==> config.mk <==
export PLATFORM = sky130hd
export DESIGN_NAME = pll_lock_detect_control
export DESIGN_NICKNAME = d
export VERILOG_FILES = /design/src/hw/pll_ctl_pkg.sv /design/src/hw/lock_detector.sv /design/src/hw/pll_lock_detect_control.sv
export VERILOG_INCLUDE_DIRS = /design/src /design/src/hw
export SDC_FILE = /design/constraint.sdc
export NUM_CORES = 1
export LEC_CHECK = 0
export BUFFER_PORTS_ARGS = -buffer_cell sky130_fd_sc_hd__buf_2
export CAP_MARGIN = 10
export CORE_MARGIN = 3
export CORE_UTILIZATION = 54
export CTS_CLUSTER_DIAMETER = 150
export DETAILED_ROUTE_END_ITERATION = 8
export PLACE_DENSITY = 0.79
export SLEW_MARGIN = 20
export SYNTH_ARGS = -nofsm -noshare
export SYNTH_HDL_FRONTEND = slang
export SYNTH_SLANG_ARGS = --single-unit
==> constraint.sdc <==
create_clock -name sys_clk -period 3.23 [get_ports sys_clk]
set_input_delay 0.646 -clock sys_clk [delete_from_list [all_inputs] [get_ports sys_clk]]
set_output_delay 0.646 -clock sys_clk [all_outputs]
set_load 0.01 [all_outputs]
==> src/hw/pll_ctl_regs.svh <==
// register offsets, field positions, reset values and timing counts of the synthesizer control
// assumes inclusion by every design file that decodes the register port
`ifndef PLL_CTL_REGS_SVH
`define PLL_CTL_REGS_SVH

`define ADDR_CONTROL        4'h0
`define ADDR_RF_CP          4'h1
`define ADDR_REF_DIV        4'h2
`define ADDR_TIMEOUT        4'h3
`define ADDR_LOCK_STATUS    4'h4
`define ADDR_IRQ_STATUS     4'h5
`define ADDR_IRQ_CLEAR      4'h6
`define ADDR_IRQ_ENABLE     4'h7

`define CTL_REF_OE          0
`define CTL_QUARTER         1
`define CTL_RF_PD           2
`define CTL_IF_PD           3
`define CTL_SLIP_LO         4
`define CTL_SLIP_HI         5
`define CTL_BOOST_EN        6
`define CTL_MUX_LO          8
`define CTL_MUX_HI          11

`define CP_STEADY_LO        0
`define CP_STEADY_HI        3
`define CP_FAST_LO          4
`define CP_FAST_HI          7

`define CONTROL_RESET       16'h0000
`define RF_CP_RESET         16'h00F0
`define REF_DIV_RESET       16'h000A
`define TIMEOUT_RESET       16'h0040

`define LOCK_QUAL_CYCLES    3'h5
`define QUARTER_DIV         2'h3
`define RF_ACQ_NS           10
`define RF_REL_NS           20
`define IF_ACQ_NS           15
`define IF_REL_NS           30
`define CLK_NS              4

`endif

==> src/hw/pll_ctl_pkg.sv <==
// types shared by the synthesizer control block
// assumes nothing beyond a SystemVerilog compiler
package pll_ctl_pkg;
   typedef enum logic [3:0] {
      MUX_TRISTATE  = 4'h0,
      MUX_RF_LOCK   = 4'h1,
      MUX_IF_LOCK   = 4'h2,
      MUX_BOTH_LOCK = 4'h3,
      MUX_REF_DIV   = 4'h4
   } test_pin_selector_t;

   typedef enum logic [1:0] {
      SLIP_OFF = 2'h0,
      SLIP_HALF = 2'h1,
      SLIP_QUARTER = 2'h2,
      SLIP_SIXTEENTH = 2'h3
   } cycle_slip_reduction_t;

   typedef enum logic [2:0] {
      ACQ_IDLE   = 3'b001,
      ACQ_ENGAGE = 3'b010,
      ACQ_STEADY = 3'b100
   } acq_state_t;
endpackage : pll_ctl_pkg

==> src/hw/lock_detector.sv <==
// digital lock detector for one loop with acquire/release hysteresis
// assumes phase error arrives as a clock-cycle count once per qualified comparison event
`include "pll_ctl_regs.svh"
`timescale 1ns/100ps
`default_nettype none
module lock_detector #(
   parameter int ACQ_CYCLES = 3,
   parameter int REL_CYCLES = 5
) (
   input  wire logic       sys_clk,
   input  wire logic       rst,
   input  wire logic       powered_down,
   input  wire logic       sample,
   input  wire logic [7:0] phase_err,
   output logic            locked
);
   initial begin
      if (ACQ_CYCLES < 1 || REL_CYCLES < ACQ_CYCLES || REL_CYCLES > 255)
         $error("lock_detector thresholds out of range");
   end

   logic [2:0] qual;
   logic [2:0] next_qual;
   logic       next_locked;

   always_comb begin
      next_qual   = qual;
      next_locked = locked;
      if (powered_down) begin
         next_qual   = 3'h0;
         next_locked = 1'b0;
      end else if (sample) begin
         if (locked) begin
            if (phase_err > 8'(REL_CYCLES)) begin
               next_locked = 1'b0;
               next_qual   = 3'h0;
            end
         end else if (phase_err < 8'(ACQ_CYCLES)) begin
            if (qual == `LOCK_QUAL_CYCLES - 3'h1) begin
               next_locked = 1'b1;
               next_qual   = 3'h0;
            end else begin
               next_qual = qual + 3'h1;
            end
         end else begin
            next_qual = 3'h0;
         end
      end
   end

   always_ff @(posedge sys_clk) begin
      if (rst) begin
         qual   <= 3'h0;
         locked <= 1'b0;
      end else begin
         qual   <= next_qual;
         locked <= next_locked;
      end
   end
endmodule : lock_detector
`default_nettype wire

==> src/hw/pll_lock_detect_control.sv <==
// control side of a dual synthesizer: reference buffer, reference divider, charge pump gain,
// acquisition timeout with cycle slip reduction or bandwidth boost, and lock detection
// assumes ref_edge pulses once per reference cycle and phase errors are counts of sys_clk cycles
`include "pll_ctl_regs.svh"
`timescale 1ns/100ps
`default_nettype none
module pll_lock_detect_control #(
   parameter int CLK_NS = `CLK_NS
) (
   input  wire logic        sys_clk,
   input  wire logic        rst,
   input  wire logic [3:0]  addr,
   input  wire logic [15:0] wdata,
   input  wire logic        wr,
   input  wire logic        rd,
   output logic      [15:0] rdata,
   input  wire logic        ref_edge,
   input  wire logic        ref_output_force_pin,
   input  wire logic [7:0]  rf_phase_err,
   input  wire logic [7:0]  if_phase_err,
   output logic             ref_buffer_output_enable,
   output logic             comparison_edge,
   output logic      [3:0]  rf_cp_gain,
   output logic             fastlock_switch,
   output logic             test_lock_output_pin,
   output logic             irq
);
   // least time rounds up for acquire, longest rounds down for release
   localparam int RF_ACQ = (`RF_ACQ_NS + CLK_NS - 1) / CLK_NS;
   localparam int RF_REL = `RF_REL_NS / CLK_NS;
   localparam int IF_ACQ = (`IF_ACQ_NS + CLK_NS - 1) / CLK_NS;
   localparam int IF_REL = `IF_REL_NS / CLK_NS;

   initial begin
      if (CLK_NS < 1 || CLK_NS > `RF_ACQ_NS)
         $error("clock period unsuitable for lock thresholds");
   end

   function automatic logic [15:0] slip_mask(input logic [1:0] f);
      case (f)
         2'h1:    slip_mask = 16'h0001;
         2'h2:    slip_mask = 16'h0003;
         2'h3:    slip_mask = 16'h000F;
         default: slip_mask = 16'h0000;
      endcase
   endfunction : slip_mask

   logic [15:0] control, rf_cp, ref_div, timeout;
   logic [15:0] next_control, next_rf_cp, next_ref_div, next_timeout;
   logic [2:0]  irq_status, irq_enable, next_irq_status, next_irq_enable;
   logic [15:0] next_rdata;

   logic [15:0] rdiv_cnt, next_rdiv_cnt;
   logic [15:0] slip_cnt, next_slip_cnt;
   logic [1:0]  qcnt, next_qcnt;
   logic        next_comparison_edge;
   logic        div_edge;
   logic        ld_sample;

   pll_ctl_pkg::acq_state_t state, next_state;
   logic [15:0] tcnt, next_tcnt;
   logic        timeout_pulse;

   logic rf_locked, if_locked, rf_locked_q, if_locked_q;
   logic next_ref_oe, next_test_pin, next_fastlock, next_irq;
   logic [3:0] next_gain;

   logic [1:0] slip_sel;
   assign slip_sel = control[`CTL_SLIP_HI:`CTL_SLIP_LO];

   // register port
   always_comb begin
      next_control    = control;
      next_rf_cp      = rf_cp;
      next_ref_div    = ref_div;
      next_timeout    = timeout;
      next_irq_enable = irq_enable;
      next_irq_status = irq_status;
      next_rdata      = 16'h0000;
      if (wr) begin
         if (addr == `ADDR_CONTROL) begin
            next_control = wdata;
         end else if (addr == `ADDR_RF_CP) begin
            next_rf_cp = wdata;
         end else if (addr == `ADDR_REF_DIV) begin
            next_ref_div = wdata;
         end else if (addr == `ADDR_TIMEOUT) begin
            next_timeout = wdata;
         end else if (addr == `ADDR_IRQ_CLEAR) begin
            next_irq_status = irq_status & ~wdata[2:0];
         end else if (addr == `ADDR_IRQ_ENABLE) begin
            next_irq_enable = wdata[2:0];
         end
      end
      if (rd) begin
         if (addr == `ADDR_CONTROL) begin
            next_rdata = control;
         end else if (addr == `ADDR_RF_CP) begin
            next_rdata = rf_cp;
         end else if (addr == `ADDR_REF_DIV) begin
            next_rdata = ref_div;
         end else if (addr == `ADDR_TIMEOUT) begin
            next_rdata = timeout;
         end else if (addr == `ADDR_LOCK_STATUS) begin
            next_rdata = {11'h000, state, if_locked, rf_locked};
         end else if (addr == `ADDR_IRQ_STATUS) begin
            next_rdata = {13'h0000, irq_status};
         end else if (addr == `ADDR_IRQ_ENABLE) begin
            next_rdata = {13'h0000, irq_enable};
         end
      end
      // events: rf lock change, if lock change, acquisition timeout; set wins over clear
      next_irq_status = next_irq_status
                      | {timeout_pulse, if_locked ^ if_locked_q, rf_locked ^ rf_locked_q};
   end

   // reference divider, slip reduction and quarter-rate
   always_comb begin
      next_rdiv_cnt        = rdiv_cnt;
      next_comparison_edge = 1'b0;
      next_slip_cnt        = slip_cnt;
      next_qcnt            = qcnt;
      div_edge             = 1'b0;
      ld_sample            = 1'b0;
      if (ref_edge) begin
         if (rdiv_cnt + 16'h0001 >= ref_div) begin
            next_rdiv_cnt = 16'h0000;
            div_edge      = 1'b1;
         end else begin
            next_rdiv_cnt = rdiv_cnt + 16'h0001;
         end
      end
      if (div_edge) begin
         // while engaged, only one edge of 2, 4 or 16 reaches the phase detector
         if (state == pll_ctl_pkg::ACQ_ENGAGE && slip_sel != pll_ctl_pkg::SLIP_OFF) begin
            if ((slip_cnt & slip_mask(slip_sel)) == slip_mask(slip_sel)) begin
               next_comparison_edge = 1'b1;
               next_slip_cnt        = 16'h0000;
            end else begin
               next_slip_cnt = slip_cnt + 16'h0001;
            end
         end else begin
            next_comparison_edge = 1'b1;
            next_slip_cnt        = 16'h0000;
         end
      end
      if (next_comparison_edge) begin
         if (!control[`CTL_QUARTER]) begin
            ld_sample = 1'b1;
         end else if (qcnt == `QUARTER_DIV) begin
            ld_sample = 1'b1;
            next_qcnt = 2'h0;
         end else begin
            next_qcnt = qcnt + 2'h1;
         end
      end
   end

   // acquisition timeout: a write of the RF gain register starts acquisition when the timeout register is nonzero
   always_comb begin
      next_state    = state;
      next_tcnt     = tcnt;
      timeout_pulse = 1'b0;
      case (state)
         pll_ctl_pkg::ACQ_IDLE: begin
            next_state = pll_ctl_pkg::ACQ_STEADY;
         end
         pll_ctl_pkg::ACQ_ENGAGE: begin
            if (div_edge) begin
               if (tcnt + 16'h0001 >= timeout) begin
                  next_state    = pll_ctl_pkg::ACQ_STEADY;
                  next_tcnt     = 16'h0000;
                  timeout_pulse = 1'b1;
               end else begin
                  next_tcnt = tcnt + 16'h0001;
               end
            end
         end
         pll_ctl_pkg::ACQ_STEADY: begin
            next_tcnt = 16'h0000;
         end
         default: begin
            next_state = pll_ctl_pkg::ACQ_IDLE;
         end
      endcase
      if (wr && addr == `ADDR_RF_CP && timeout != 16'h0000) begin
         next_state = pll_ctl_pkg::ACQ_ENGAGE;
         next_tcnt  = 16'h0000;
      end
   end

   lock_detector #(.ACQ_CYCLES(RF_ACQ), .REL_CYCLES(RF_REL)) u_rf_ld (
      .sys_clk      (sys_clk),
      .rst          (rst),
      .powered_down (control[`CTL_RF_PD]),
      .sample       (ld_sample),
      .phase_err    (rf_phase_err),
      .locked       (rf_locked)
   );

   lock_detector #(.ACQ_CYCLES(IF_ACQ), .REL_CYCLES(IF_REL)) u_if_ld (
      .sys_clk      (sys_clk),
      .rst          (rst),
      .powered_down (control[`CTL_IF_PD]),
      .sample       (ld_sample),
      .phase_err    (if_phase_err),
      .locked       (if_locked)
   );

   // outputs
   always_comb begin
      next_ref_oe   = control[`CTL_REF_OE] | ref_output_force_pin;
      next_fastlock = 1'b0;
      next_gain     = rf_cp[`CP_STEADY_HI:`CP_STEADY_LO];
      if (state == pll_ctl_pkg::ACQ_ENGAGE) begin
         next_gain     = rf_cp[`CP_FAST_HI:`CP_FAST_LO];
         next_fastlock = control[`CTL_BOOST_EN];
      end
      case (pll_ctl_pkg::test_pin_selector_t'(control[`CTL_MUX_HI:`CTL_MUX_LO]))
         pll_ctl_pkg::MUX_RF_LOCK:   next_test_pin = rf_locked & ~control[`CTL_RF_PD];
         pll_ctl_pkg::MUX_IF_LOCK:   next_test_pin = if_locked & ~control[`CTL_IF_PD];
         pll_ctl_pkg::MUX_BOTH_LOCK: next_test_pin = rf_locked & if_locked;
         pll_ctl_pkg::MUX_REF_DIV:   next_test_pin = comparison_edge;
         default:                    next_test_pin = 1'b0;
      endcase
      next_irq = |(next_irq_status & irq_enable);
   end

   always_ff @(posedge sys_clk) begin
      if (rst) begin
         control                  <= `CONTROL_RESET;
         rf_cp                    <= `RF_CP_RESET;
         ref_div                  <= `REF_DIV_RESET;
         timeout                  <= `TIMEOUT_RESET;
         irq_status               <= 3'h0;
         irq_enable               <= 3'h0;
         rdata                    <= 16'h0000;
         rdiv_cnt                 <= 16'h0000;
         slip_cnt                 <= 16'h0000;
         qcnt                     <= 2'h0;
         comparison_edge          <= 1'b0;
         state                    <= pll_ctl_pkg::ACQ_IDLE;
         tcnt                     <= 16'h0000;
         rf_locked_q              <= 1'b0;
         if_locked_q              <= 1'b0;
         ref_buffer_output_enable <= 1'b0;
         rf_cp_gain               <= 4'h0;
         fastlock_switch          <= 1'b0;
         test_lock_output_pin     <= 1'b0;
         irq                      <= 1'b0;
      end else begin
         control                  <= next_control;
         rf_cp                    <= next_rf_cp;
         ref_div                  <= next_ref_div;
         timeout                  <= next_timeout;
         irq_status               <= next_irq_status;
         irq_enable               <= next_irq_enable;
         rdata                    <= next_rdata;
         rdiv_cnt                 <= next_rdiv_cnt;
         slip_cnt                 <= next_slip_cnt;
         qcnt                     <= next_qcnt;
         comparison_edge          <= next_comparison_edge;
         state                    <= next_state;
         tcnt                     <= next_tcnt;
         rf_locked_q              <= rf_locked;
         if_locked_q              <= if_locked;
         ref_buffer_output_enable <= next_ref_oe;
         rf_cp_gain               <= next_gain;
         fastlock_switch          <= next_fastlock;
         test_lock_output_pin     <= next_test_pin;
         irq                      <= next_irq;
      end
   end
endmodule : pll_lock_detect_control
`default_nettype wire

# Word-level counts from Yosys, hierarchy flattened
# Index checks and enable logic that the tools add are counted.
# word_totals
wordCells,166
rom_bits,0
latch_bits,0
ramBits,0
out_inout_bits,25
regBits,158
mem_count,0
# op_classes
n_mux,56
n_shift,0
mul,0
n_reduce_logical,24
div,0
n_lt_le_gt_ge,6
eq_ne,28
n_addsub,6
bitwise,21
# ops
op,count
$mux 16,11
$mux 3,18
$add 16x1->16 const B,3
$ge 16x16->1,2
$pmux 16 s2,1
$eq 4x3->1 const B,5
$mux 1,19
$and 16x16->16,1
$eq 16x16->1,1
$eq 4x2->1 const B,4
$gt 8x3->1 const B,2
$reduce_bool 16->1,1
$pmux 4 s3,1
$ne 2x2->1 const B,5
$not 1->1,10
$reduce_and 2->1,5
$reduce_or 2->1,5
$eq 3x3->1 const B,3
$pmux 3 s3,1
$reduce_and 3->1,3
$eq 4x1->1 const B,2
$lt 8x2->1 const B,1
$lt 8x3->1 const B,1
$reduce_and 7->1,1
other kinds (23),35

# Logic depth before layout (Yosys ltp)
# Gate-level depths: netlist of run 1.
# logic_depth
ltp_word,12
mapped_depth,14
ltp_nobuf,13

# Hierarchy
# A second synthesis of run 1 with hierarchy kept.
# hier_totals
cells_unflattened,952
area_unflattened_um2,7651.1
# modules_own_cells
module,instances,area_each_um2,seq_area_each_um2,cells_each
pll_lock_detect_control,1,7139.3,2762.6,891
lock_detector (u_rf_ld),1,261.5,80.1,31
lock_detector (u_if_ld),1,250.2,80.1,30

# Worst setup path after synthesis of run 1
# OpenSTA, ideal clock, no wires.
# synth_timing
path_type,register to register
startpoint,register tcnt[3]
endpoint,register tcnt[10]
path_slack_ns,-0.228
path_buffers,1
arrival_time_ns,3.340
stages_incl_launch_ff,14
setup_time_ns,0.117
cell_sequence,dfxtp_1 -> nand3_1 -> or3_1 -> nor2_1 -> and3_1 -> xor2_1 -> ha_1 -> and4_1 -> nand4_1 -> or4_4 -> and3_4 -> buf_6 -> a211o_1 -> a32o_1
# synth_between
elab_chain_len,5
# synth_lines
element,line_no,source
start: declaration,pll_lock_detect_control.sv:61,"logic [15:0] tcnt, next_tcnt;"
start signal: assignment,pll_lock_detect_control.sv:264,tcnt <= next_tcnt;
$add 16x1->16 (*),"pll_lock_detect_control.sv:170, pll_lock_detect_control.sv:175",
$ge 16x16->1,pll_lock_detect_control.sv:170,if (tcnt + 16'h0001 >= timeout) begin
$mux 16 (*),pll_lock_detect_control.sv:170,
$mux 16 (*),pll_lock_detect_control.sv:169,if (div_edge) begin
$pmux 16 s2 (*),pll_lock_detect_control.sv:164,case (state)
# Mark *: on every way between the ends. The rest lies on a longest branch, timed or not. The select of a mux whose other input is x is not followed.
# A chain may end at the register's enable or synchronous reset.

# Worst setup path after layout of run 1
# layout_timing
startpoint,register tcnt[1]
endpoint,register tcnt[10]
# The elaborated chain is that of the path after synthesis.

==> impl_summary.log, run 1 <==
[metrics] Port Buffers: 64
[metrics] GRT overflow: 0
[metrics] final wirelength: 21.1 mm
[metrics] number of flops mapped to enable cells by yosys: 0
[metrics] max cap viols: 0
[metrics] main flop type after synthesis: sky130_fd_sc_hd__dfxtp_1
[metrics] core box area: 0.0133 sq mm
[metrics] DP Area: 0.00813 sq mm
[metrics] FP Rows: 42
[metrics] RSZ-0062 raised after global routing: true
[metrics] non-filler instance count after layout: 1204
[metrics] Layout Skew: 0.00997 ns
[metrics] syn nets: 1014
[metrics] critical path capture point type: flip-flop
[metrics] Pwr per Cell Area: 456 mW/mm^2
[metrics] Final Instance Area: 0.00894 sq mm
[metrics] number of antenna violations at the first check in global routing: 0
[metrics] Total GRT Usage: 0.277
[metrics] minimum setup slack in the final design: 0.0187 ns
[metrics] cell type with the largest total area after synthesis: sky130_fd_sc_hd__dfxtp_1
[metrics] H-tree Lvls: 4
[metrics] post-synthesis area per instance: 7.96 sq um
[metrics] Netlist cell types: 62
[metrics] CTS tree: yes
[metrics] headroom to the max-slew limit: 0.322
[metrics] highest ir drop seen on vdd: 0.389 mV
[metrics] clock sinks: 146
[metrics] final count of pins violating max slew: 0
[metrics] number of hold-slack violations in the final timing report: 0
[metrics] leading post-synthesis cells by cell area: sky130_fd_sc_hd__dfxtp_1 (39%), sky130_fd_sc_hd__nand2_1 (9.7%), sky130_fd_sc_hd__a21oi_1 (7.4%), sky130_fd_sc_hd__ha_1 (6.7%), sky130_fd_sc_hd__inv_1 (2.5%)
[metrics] area of the mapped netlist: 0.00742 sq mm
[metrics] final weighted congestion in routability-driven placement: 0.870
[metrics] clock latency of the later-clocked register in the worst-skew pair: 0.43 ns
[metrics] Post-DP HPWL: 14.3 mm
[metrics] overall power after layout: 4.08 mW
[metrics] share of the core filled with cells: 0.670
[metrics] first-pass GRT wire length: 33.1 mm
[metrics] detailed router's first-iteration violation count: 797
[metrics] die extent in y: 123 microns
[metrics] drc violations: 0
[metrics] Final min period: 3.21 ns
[metrics] Hold WC Path Type: input port to flip-flop
[metrics] minimum setup slack after placement: 0.0111 ns
[metrics] number of placed I/O pins: 67
[metrics] Final #Nets: 1096
[metrics] gate count after technology mapping: 932
[metrics] die outline area: 0.0152 sq mm
[metrics] drt via density: 5.97
[metrics] post-synth top area share: 0.394
[metrics] Total Neg Setup Slack: 0 ns
[metrics] root buf cell: sky130_fd_sc_hd__clkbuf_16
[metrics] Tightest Pin Transition: 1.02 ns
[metrics] worst-case clock buffer depth: 2
[metrics] largest net degree at the start of global routing: 94
[metrics] highest net fanout along the worst path: 4
[metrics] total via count in the routed design: 7193
[metrics] kind of start point of the critical path: flip-flop
[metrics] Placed Instances: 1162
[metrics] number of routed nets with antenna violations: 0
[metrics] via count of the first global-routing pass: 6569
[metrics] clock slew at the register clock pins of the worst setup and hold paths: 0.06 ns
[metrics] Final setup viols: 0
[metrics] portion of the post-synthesis area used by sequential elements: 0.394
[metrics] status: finished clean
[metrics] number of detailed-routing iterations run before antenna repair: 7
[metrics] Die X-Extent: 123 microns
[metrics] timing-limited maximum frequency: 311 MHz
[metrics] fin crit share: 0.994
[metrics] crit path DAT: 3.53 ns
[metrics] asr flop ratio synth: 0
[metrics] class of the most critical setup path: flip-flop to flip-flop
[metrics] average wire per cell in the routed design: 17.5 microns
[metrics] number of clock buffers inserted by TritonCTS: 17
[metrics] relative area change from synthesis to final layout: 20.5%
[metrics] Initial Util: 0.556
[metrics] share of post-route cells with drive strength above 1: 0.203
[metrics] Hold WS: 0.416 ns
[metrics] Synth Warn #: 0
[metrics] register bit total from synthesis: 146
[metrics] required time at the endpoint of the critical path: 3.55 ns
[metrics] leakage power of the design: 3.51 nW
repair_timing:
action,in CTS,in global routing
pin swaps,2,9
resized for setup,2,35
hold endpoints to repair,0,0
setup buffers,0,9
setup endpoints to repair,2,36
hold buffers,0,0
cells in the final DEF (no fill, tap or decap), types with 4 or more instances in the layout:
master and instances:
sky130_fd_sc_hd__a211o_1 5, sky130_fd_sc_hd__a211oi_1 4, sky130_fd_sc_hd__a21boi_0 4, sky130_fd_sc_hd__a21o_1 5, sky130_fd_sc_hd__a21oi_1 107, sky130_fd_sc_hd__a222oi_1 11, sky130_fd_sc_hd__a22oi_1 4, sky130_fd_sc_hd__a32o_1 12
sky130_fd_sc_hd__and2_1 8, sky130_fd_sc_hd__and3_1 10, sky130_fd_sc_hd__and4_1 6, sky130_fd_sc_hd__buf_2 64, sky130_fd_sc_hd__buf_4 47, sky130_fd_sc_hd__clkbuf_16 17, sky130_fd_sc_hd__dfxtp_1 129, sky130_fd_sc_hd__dfxtp_2 15
sky130_fd_sc_hd__ha_1 37, sky130_fd_sc_hd__inv_1 49, sky130_fd_sc_hd__inv_6 6, sky130_fd_sc_hd__mux2i_1 9, sky130_fd_sc_hd__nand2_1 191, sky130_fd_sc_hd__nand2b_1 10, sky130_fd_sc_hd__nand3_1 25, sky130_fd_sc_hd__nand4_1 20
sky130_fd_sc_hd__nor2_1 41, sky130_fd_sc_hd__nor3_1 14, sky130_fd_sc_hd__nor3b_1 7, sky130_fd_sc_hd__nor4_1 8, sky130_fd_sc_hd__o2111ai_1 4, sky130_fd_sc_hd__o211ai_1 10, sky130_fd_sc_hd__o21a_1 5, sky130_fd_sc_hd__o21ai_0 30
sky130_fd_sc_hd__o22ai_1 4, sky130_fd_sc_hd__or2_2 5, sky130_fd_sc_hd__xnor2_1 13, sky130_fd_sc_hd__xnor2_2 4, sky130_fd_sc_hd__xor2_1 10
where the power goes:
group / leakage [nW] / switching (mW) / internal, mW
Combinational: 2.03 / 0.155 / 0.0801
Sequential: 1.19 / 0.0184 / 1.82
Clock: 0.297 / 0.841 / 1.16
routing by layer:
layer / global-route usage / wire (microns)
met3: 0.0499 / 1480
met2: 0.437 / 10000
met4: 0.113 / 476
met1: 0.375 / 9070
met5: 0 / 0
cell type report:
class	instances	area (sq um)
multi-input cells	686	4270
inverters	50	188
clock inverters	15	171
fillers	1101	4410
diodes	1	2.50
repair buffers	113	713
clock buffers	17	425
well taps	176	220
flip-flops and latches	146	2950
critical path: stages, from the launching register on:
cell and delay, ns:
sky130_fd_sc_hd__dfxtp_1 0.37, sky130_fd_sc_hd__nand2_1 0.13, sky130_fd_sc_hd__or3_4 0.43, sky130_fd_sc_hd__nor2_4 0.10, sky130_fd_sc_hd__and3_4 0.20, sky130_fd_sc_hd__xor2_1 0.07
sky130_fd_sc_hd__ha_1 0.31, sky130_fd_sc_hd__and4_4 0.21, sky130_fd_sc_hd__nand4_1 0.11, sky130_fd_sc_hd__or4_4 0.44, sky130_fd_sc_hd__and3_4 0.18, sky130_fd_sc_hd__a211o_1 0.29
sky130_fd_sc_hd__a32o_1 0.25
cell families (layout without fill, tap and decap cells):
kind of cell,count (synthesis),count (layout),share of synthesized area
multiplexers,12,12,0.0167
other,0,1,0
AO/OA/AOI/OAI,230,230,0.197
XOR/XNOR,27,27,0.0319
AND/OR/NAND/NOR,377,377,0.241
flip-flops,146,146,0.394
buffers and inverters,100,195,0.0524
adder cells (fa/ha/maj),40,40,0.0674
sequential cells by signal, indices dropped and copies added, names as in the netlist, 3 cells and up:
register / count
control: 16
irq_enable: 3
irq_status: 3
rdata: 16
rdiv_cnt: 16
ref_div: 16
rf_cp: 16
rf_cp_gain: 4
slip_cnt: 4
state: 3
tcnt: 16
timeout: 16
u_if_ld.qual: 3
u_rf_ld.qual: 3
worst paths after layout:
check / start / end / slack (ns) / cells after the start
setup / recovery: tcnt[1] / tcnt[10] / 0.02 / 12
hold / removal: ref_output_force_pin / ref_buffer_output_enable / 0.42 / 3
setup reg to reg: tcnt[1] / tcnt[10] / 0.02 / 12
hold reg to reg: control[13] / control[13] / 0.45 / 2
Yosys cell counts, types with 4 or more instances:
cell type and instances:
sky130_fd_sc_hd__ha_1 40, sky130_fd_sc_hd__or2_2 5, sky130_fd_sc_hd__xnor2_1 17, sky130_fd_sc_hd__nor2_1 43, sky130_fd_sc_hd__nand4_1 20, sky130_fd_sc_hd__a211oi_1 5, sky130_fd_sc_hd__a32o_1 12, sky130_fd_sc_hd__o2111ai_1 4
sky130_fd_sc_hd__a22oi_1 4, sky130_fd_sc_hd__a21o_1 5, sky130_fd_sc_hd__a222oi_1 11, sky130_fd_sc_hd__nand2b_1 10, sky130_fd_sc_hd__o22ai_1 5, sky130_fd_sc_hd__nand2_1 192, sky130_fd_sc_hd__a211o_1 5, sky130_fd_sc_hd__nor3_1 16
sky130_fd_sc_hd__dfxtp_1 146, sky130_fd_sc_hd__a21boi_0 4, sky130_fd_sc_hd__mux2i_1 9, sky130_fd_sc_hd__clkbuf_1 42, sky130_fd_sc_hd__and4_1 9, sky130_fd_sc_hd__buf_2 5, sky130_fd_sc_hd__nor4_1 10, sky130_fd_sc_hd__o21a_1 5
sky130_fd_sc_hd__o21ai_0 30, sky130_fd_sc_hd__nor3b_1 7, sky130_fd_sc_hd__and2_1 8, sky130_fd_sc_hd__inv_1 49, sky130_fd_sc_hd__o211ai_1 10, sky130_fd_sc_hd__nand3_1 28, sky130_fd_sc_hd__a21oi_1 110, sky130_fd_sc_hd__and3_1 12
sky130_fd_sc_hd__xor2_1 10
(Power assumes the default switching activity.)
==> inputs of run 2 (changes only) <==
- CORE_UTILIZATION: 54 -> 60
- PLACE_DENSITY: 0.79 -> 0.83
- clock period: 3.23 -> 3.3 ns (I/O delays scaled with it)
==> run 2 against run 1 <==
Compared with the run above:
- count of clock-buffer cells in the layout up 2
- sequential share of layout area up 0.61 points
- sequential cell count did not move
- total power is 4.2% lower
- fmax up 2.2%
- non-clock buffer count decreased by 9
- core utilization grew 7.4 points
- first-iteration DRC count rose by 0.38%
- critical path depth rose by 2
- global-route usage up 3.5 points
- clock skew about the same
- sequential power shrank 2%
- largest power group unchanged
==> impl_summary.log, run 2 (synthesis gave the netlist of run 1 again) <==
[metrics] via count of the first global-routing pass: 6843 (+4.2%)
[metrics] kind of start point of the critical path: flip-flop
[metrics] final weighted congestion in routability-driven placement: 0.871 (about the same)
[metrics] clock slew at the register clock pins of the worst setup and hold paths: 0.06 ns (about the same)
[metrics] number of hold-slack violations in the final timing report: 0 (unchanged)
[metrics] total via count in the routed design: 7299 (+1.5%)
[metrics] Post-DP HPWL: 14.1 mm (-1.4%)
[metrics] Final #Nets: 1087 (-0.82%)
[metrics] FP Rows: 39 (-7.1%)
[metrics] Hold WS: 0.438 ns (+0.0217 ns)
[metrics] root buf cell: sky130_fd_sc_hd__clkbuf_16
[metrics] Buf+Inv Stages, Crit Path: 3 (+3)
[metrics] Top delay family on crit path: compound AO/OA/AOI/OAI gates
[metrics] clock sinks: 146 (unchanged)
[metrics] Die X-Extent: 117 microns (-4.9%)
[metrics] fin crit share: 0.952 (-0.0418)
[metrics] final count of pins violating max slew: 0 (unchanged)
[metrics] number of antenna violations at the first check in global routing: 0 (unchanged)
[metrics] Final Instance Area: 0.00875 sq mm (-2.2%)
[metrics] Port Buffers: 64 (unchanged)
[metrics] drt via density: 6.18 (+3.4%)
[metrics] Final min period: 3.14 ns (-0.0684 ns)
[metrics] core box area: 0.0118 sq mm (-12%)
[metrics] leakage power of the design: 3.40 nW (-3.2%)
[metrics] final wirelength: 20.6 mm (-2.3%)
[metrics] relative area change from synthesis to final layout: 17.8%
[metrics] slowest CP cell: sky130_fd_sc_hd__dfxtp_1
[metrics] status: finished clean
[metrics] leading cell types in the layout, fill and taps excluded: sky130_fd_sc_hd__nand2_1 (192), sky130_fd_sc_hd__dfxtp_1 (134), sky130_fd_sc_hd__a21oi_1 (110)
[metrics] headroom to the max-slew limit: 0.425 (+0.102)
[metrics] ordered list of cells on the worst path: nand2_1 > nor3_2 > buf_4 > nand4_1 > xnor2_1 > ha_1 > a211oi_1 > o22ai_1 > o21a_1 > a21oi_1 > buf_12 > nor3_1 > buf_4 > a32o_1
[metrics] clock latency of the later-clocked register in the worst-skew pair: 0.44 ns (about the same)
[metrics] number of routed nets with antenna violations: 0 (unchanged)
[metrics] required time at the endpoint of the critical path: 3.63 ns (+0.08 ns)
[metrics] crit path DAT: 3.47 ns (-0.06 ns)
[metrics] Initial Util: 0.631 (+0.0751)
[metrics] detailed router's first-iteration violation count: 800 (+0.38%)
[metrics] timing-limited maximum frequency: 318 MHz (+2.2%)
[metrics] Total Neg Setup Slack: 0 ns (unchanged)
[metrics] DP Area: 0.00812 sq mm (-0.12%)
[metrics] Pwr per Cell Area: 447 mW/mm^2 (-2.0%)
[metrics] first-pass GRT wire length: 33.4 mm (+0.88%)
[metrics] worst-case clock buffer depth: 2 (unchanged)
[metrics] most frequent standard cell in the layout excluding fill and tap cells: sky130_fd_sc_hd__nand2_1
[metrics] overall power after layout: 3.91 mW (-4.2%)
[metrics] number of placed I/O pins: 67 (unchanged)
[metrics] diode count: 0 (-1)
[metrics] CTS tree: yes
[metrics] number of clock buffers inserted by TritonCTS: 17 (unchanged)
[metrics] average wire per cell in the routed design: 17.4 microns (-0.43%)
[metrics] class of the most critical setup path: flip-flop to flip-flop
[metrics] critical path capture point type: flip-flop
[metrics] biggest cell delay along the critical path: 0.43 ns (about the same)
[metrics] area taken by flip-flops and latches: 0.00294 sq mm (-0.38%)
[metrics] Tightest Pin Transition: 0.841 ns (-0.175 ns)
[metrics] highest net fanout along the worst path: 19 (+15)
[metrics] combined area of the multi-input logic cells: 0.00418 sq mm (-2.2%)
[metrics] drc violations: 0 (unchanged)
[metrics] largest net degree at the start of global routing: 44 (-53%)
[metrics] Final setup viols: 0 (unchanged)
[metrics] max cap viols: 0 (unchanged)
[metrics] Layout Skew: 0.0101 ns (+0.0000961 ns)
[metrics] Hold WC Path Type: input port to flip-flop
[metrics] Worst path most repeated cell: sky130_fd_sc_hd__buf_4
[metrics] filler instances: 888 (-19%)
[metrics] H-tree Lvls: 4 (unchanged)
[metrics] highest ir drop seen on vdd: 0.376 mV (-3.2%)
[metrics] share of post-route cells with drive strength above 1: 0.174 (-0.0287)
[metrics] die outline area: 0.0137 sq mm (-9.5%)
[metrics] GRT overflow: 0 (unchanged)
[metrics] number of detailed-routing iterations run before antenna repair: 5 (-2)
[metrics] Total GRT Usage: 0.312 (+0.0351)
[metrics] die extent in y: 117 microns (-4.9%)
[run 2: cell types whose count changed in the layout (fill, tap and decap cells not counted), moves of 3 or more]
cell | previous run | this run
sky130_fd_sc_hd__xnor2_1 | 13 | 17
sky130_fd_sc_hd__dfxtp_2 | 15 | 12
sky130_fd_sc_hd__a21oi_2 | 3 | 0
sky130_fd_sc_hd__a21oi_1 | 107 | 110
sky130_fd_sc_hd__buf_4 | 47 | 37
sky130_fd_sc_hd__dfxtp_1 | 129 | 134
sky130_fd_sc_hd__xnor2_2 | 4 | 0
[run 2: worst paths after layout]
path / start / to / slack, ns / cells after the start
worst max-delay path: rdiv_cnt[4] / tcnt[12] / 0.16 / 14
worst min-delay path: ref_output_force_pin / ref_buffer_output_enable / 0.44 / 3
worst max register to register: rdiv_cnt[4] / tcnt[12] / 0.16 / 14
worst min register to register: control[14] / control[14] / 0.45 / 2
[run 2: layout make-up]
class / count / area share
Multi-Input combinational cell: 686 / 0.478
Tap cell: 164 / 0.0235
Inverter: 50 / 0.0215
Clock buffer: 19 / 0.0518
Clock inverter: 13 / 0.0143
Sequential cell: 146 / 0.336
Timing Repair Buffer: 104 / 0.0753
[run 2: power by group]
group	internal [mW]	switching, mW
sequential	1.78	0.0182
clock	1.09	0.791
combinational	0.0769	0.151
[run 2: worst min-delay path: stages]
cell and delay (ns):
sky130_fd_sc_hd__buf_2 0.08, sky130_fd_sc_hd__nor2_1 0.03, sky130_fd_sc_hd__nor2_1 0.06
[run 2: per-layer routing]
| layer | track usage | share of wire |
|---|---|---|
| met4 | 0.155 | 0.035 |
| met5 | 0 | 0 |
| met3 | 0.0617 | 0.091 |
| met1 | 0.415 | 0.41 |
| met2 | 0.483 | 0.46 |
[run 2: metrics by stage]
| stage | util | setup slack (ns) | cells |
|---|---|---|---|
| finish | 0.744 | 0.157 | 1182 |
| global route | 0.744 | -0.0293 | 1182 |
| CTS | 0.739 | 0.0411 | 1181 |
| detailed placement | 0.690 | 0.0537 | 1149 |
| global placement | 0.690 | 0.0604 | 1149 |
| floorplan | - | 0.00409 | 932 |
[run 2: timing repair]
action	CTS	global route
hold buffers	0	0
gates resized for setup	0	14
setup endpoints to repair	0	23
buffers inserted	0	1
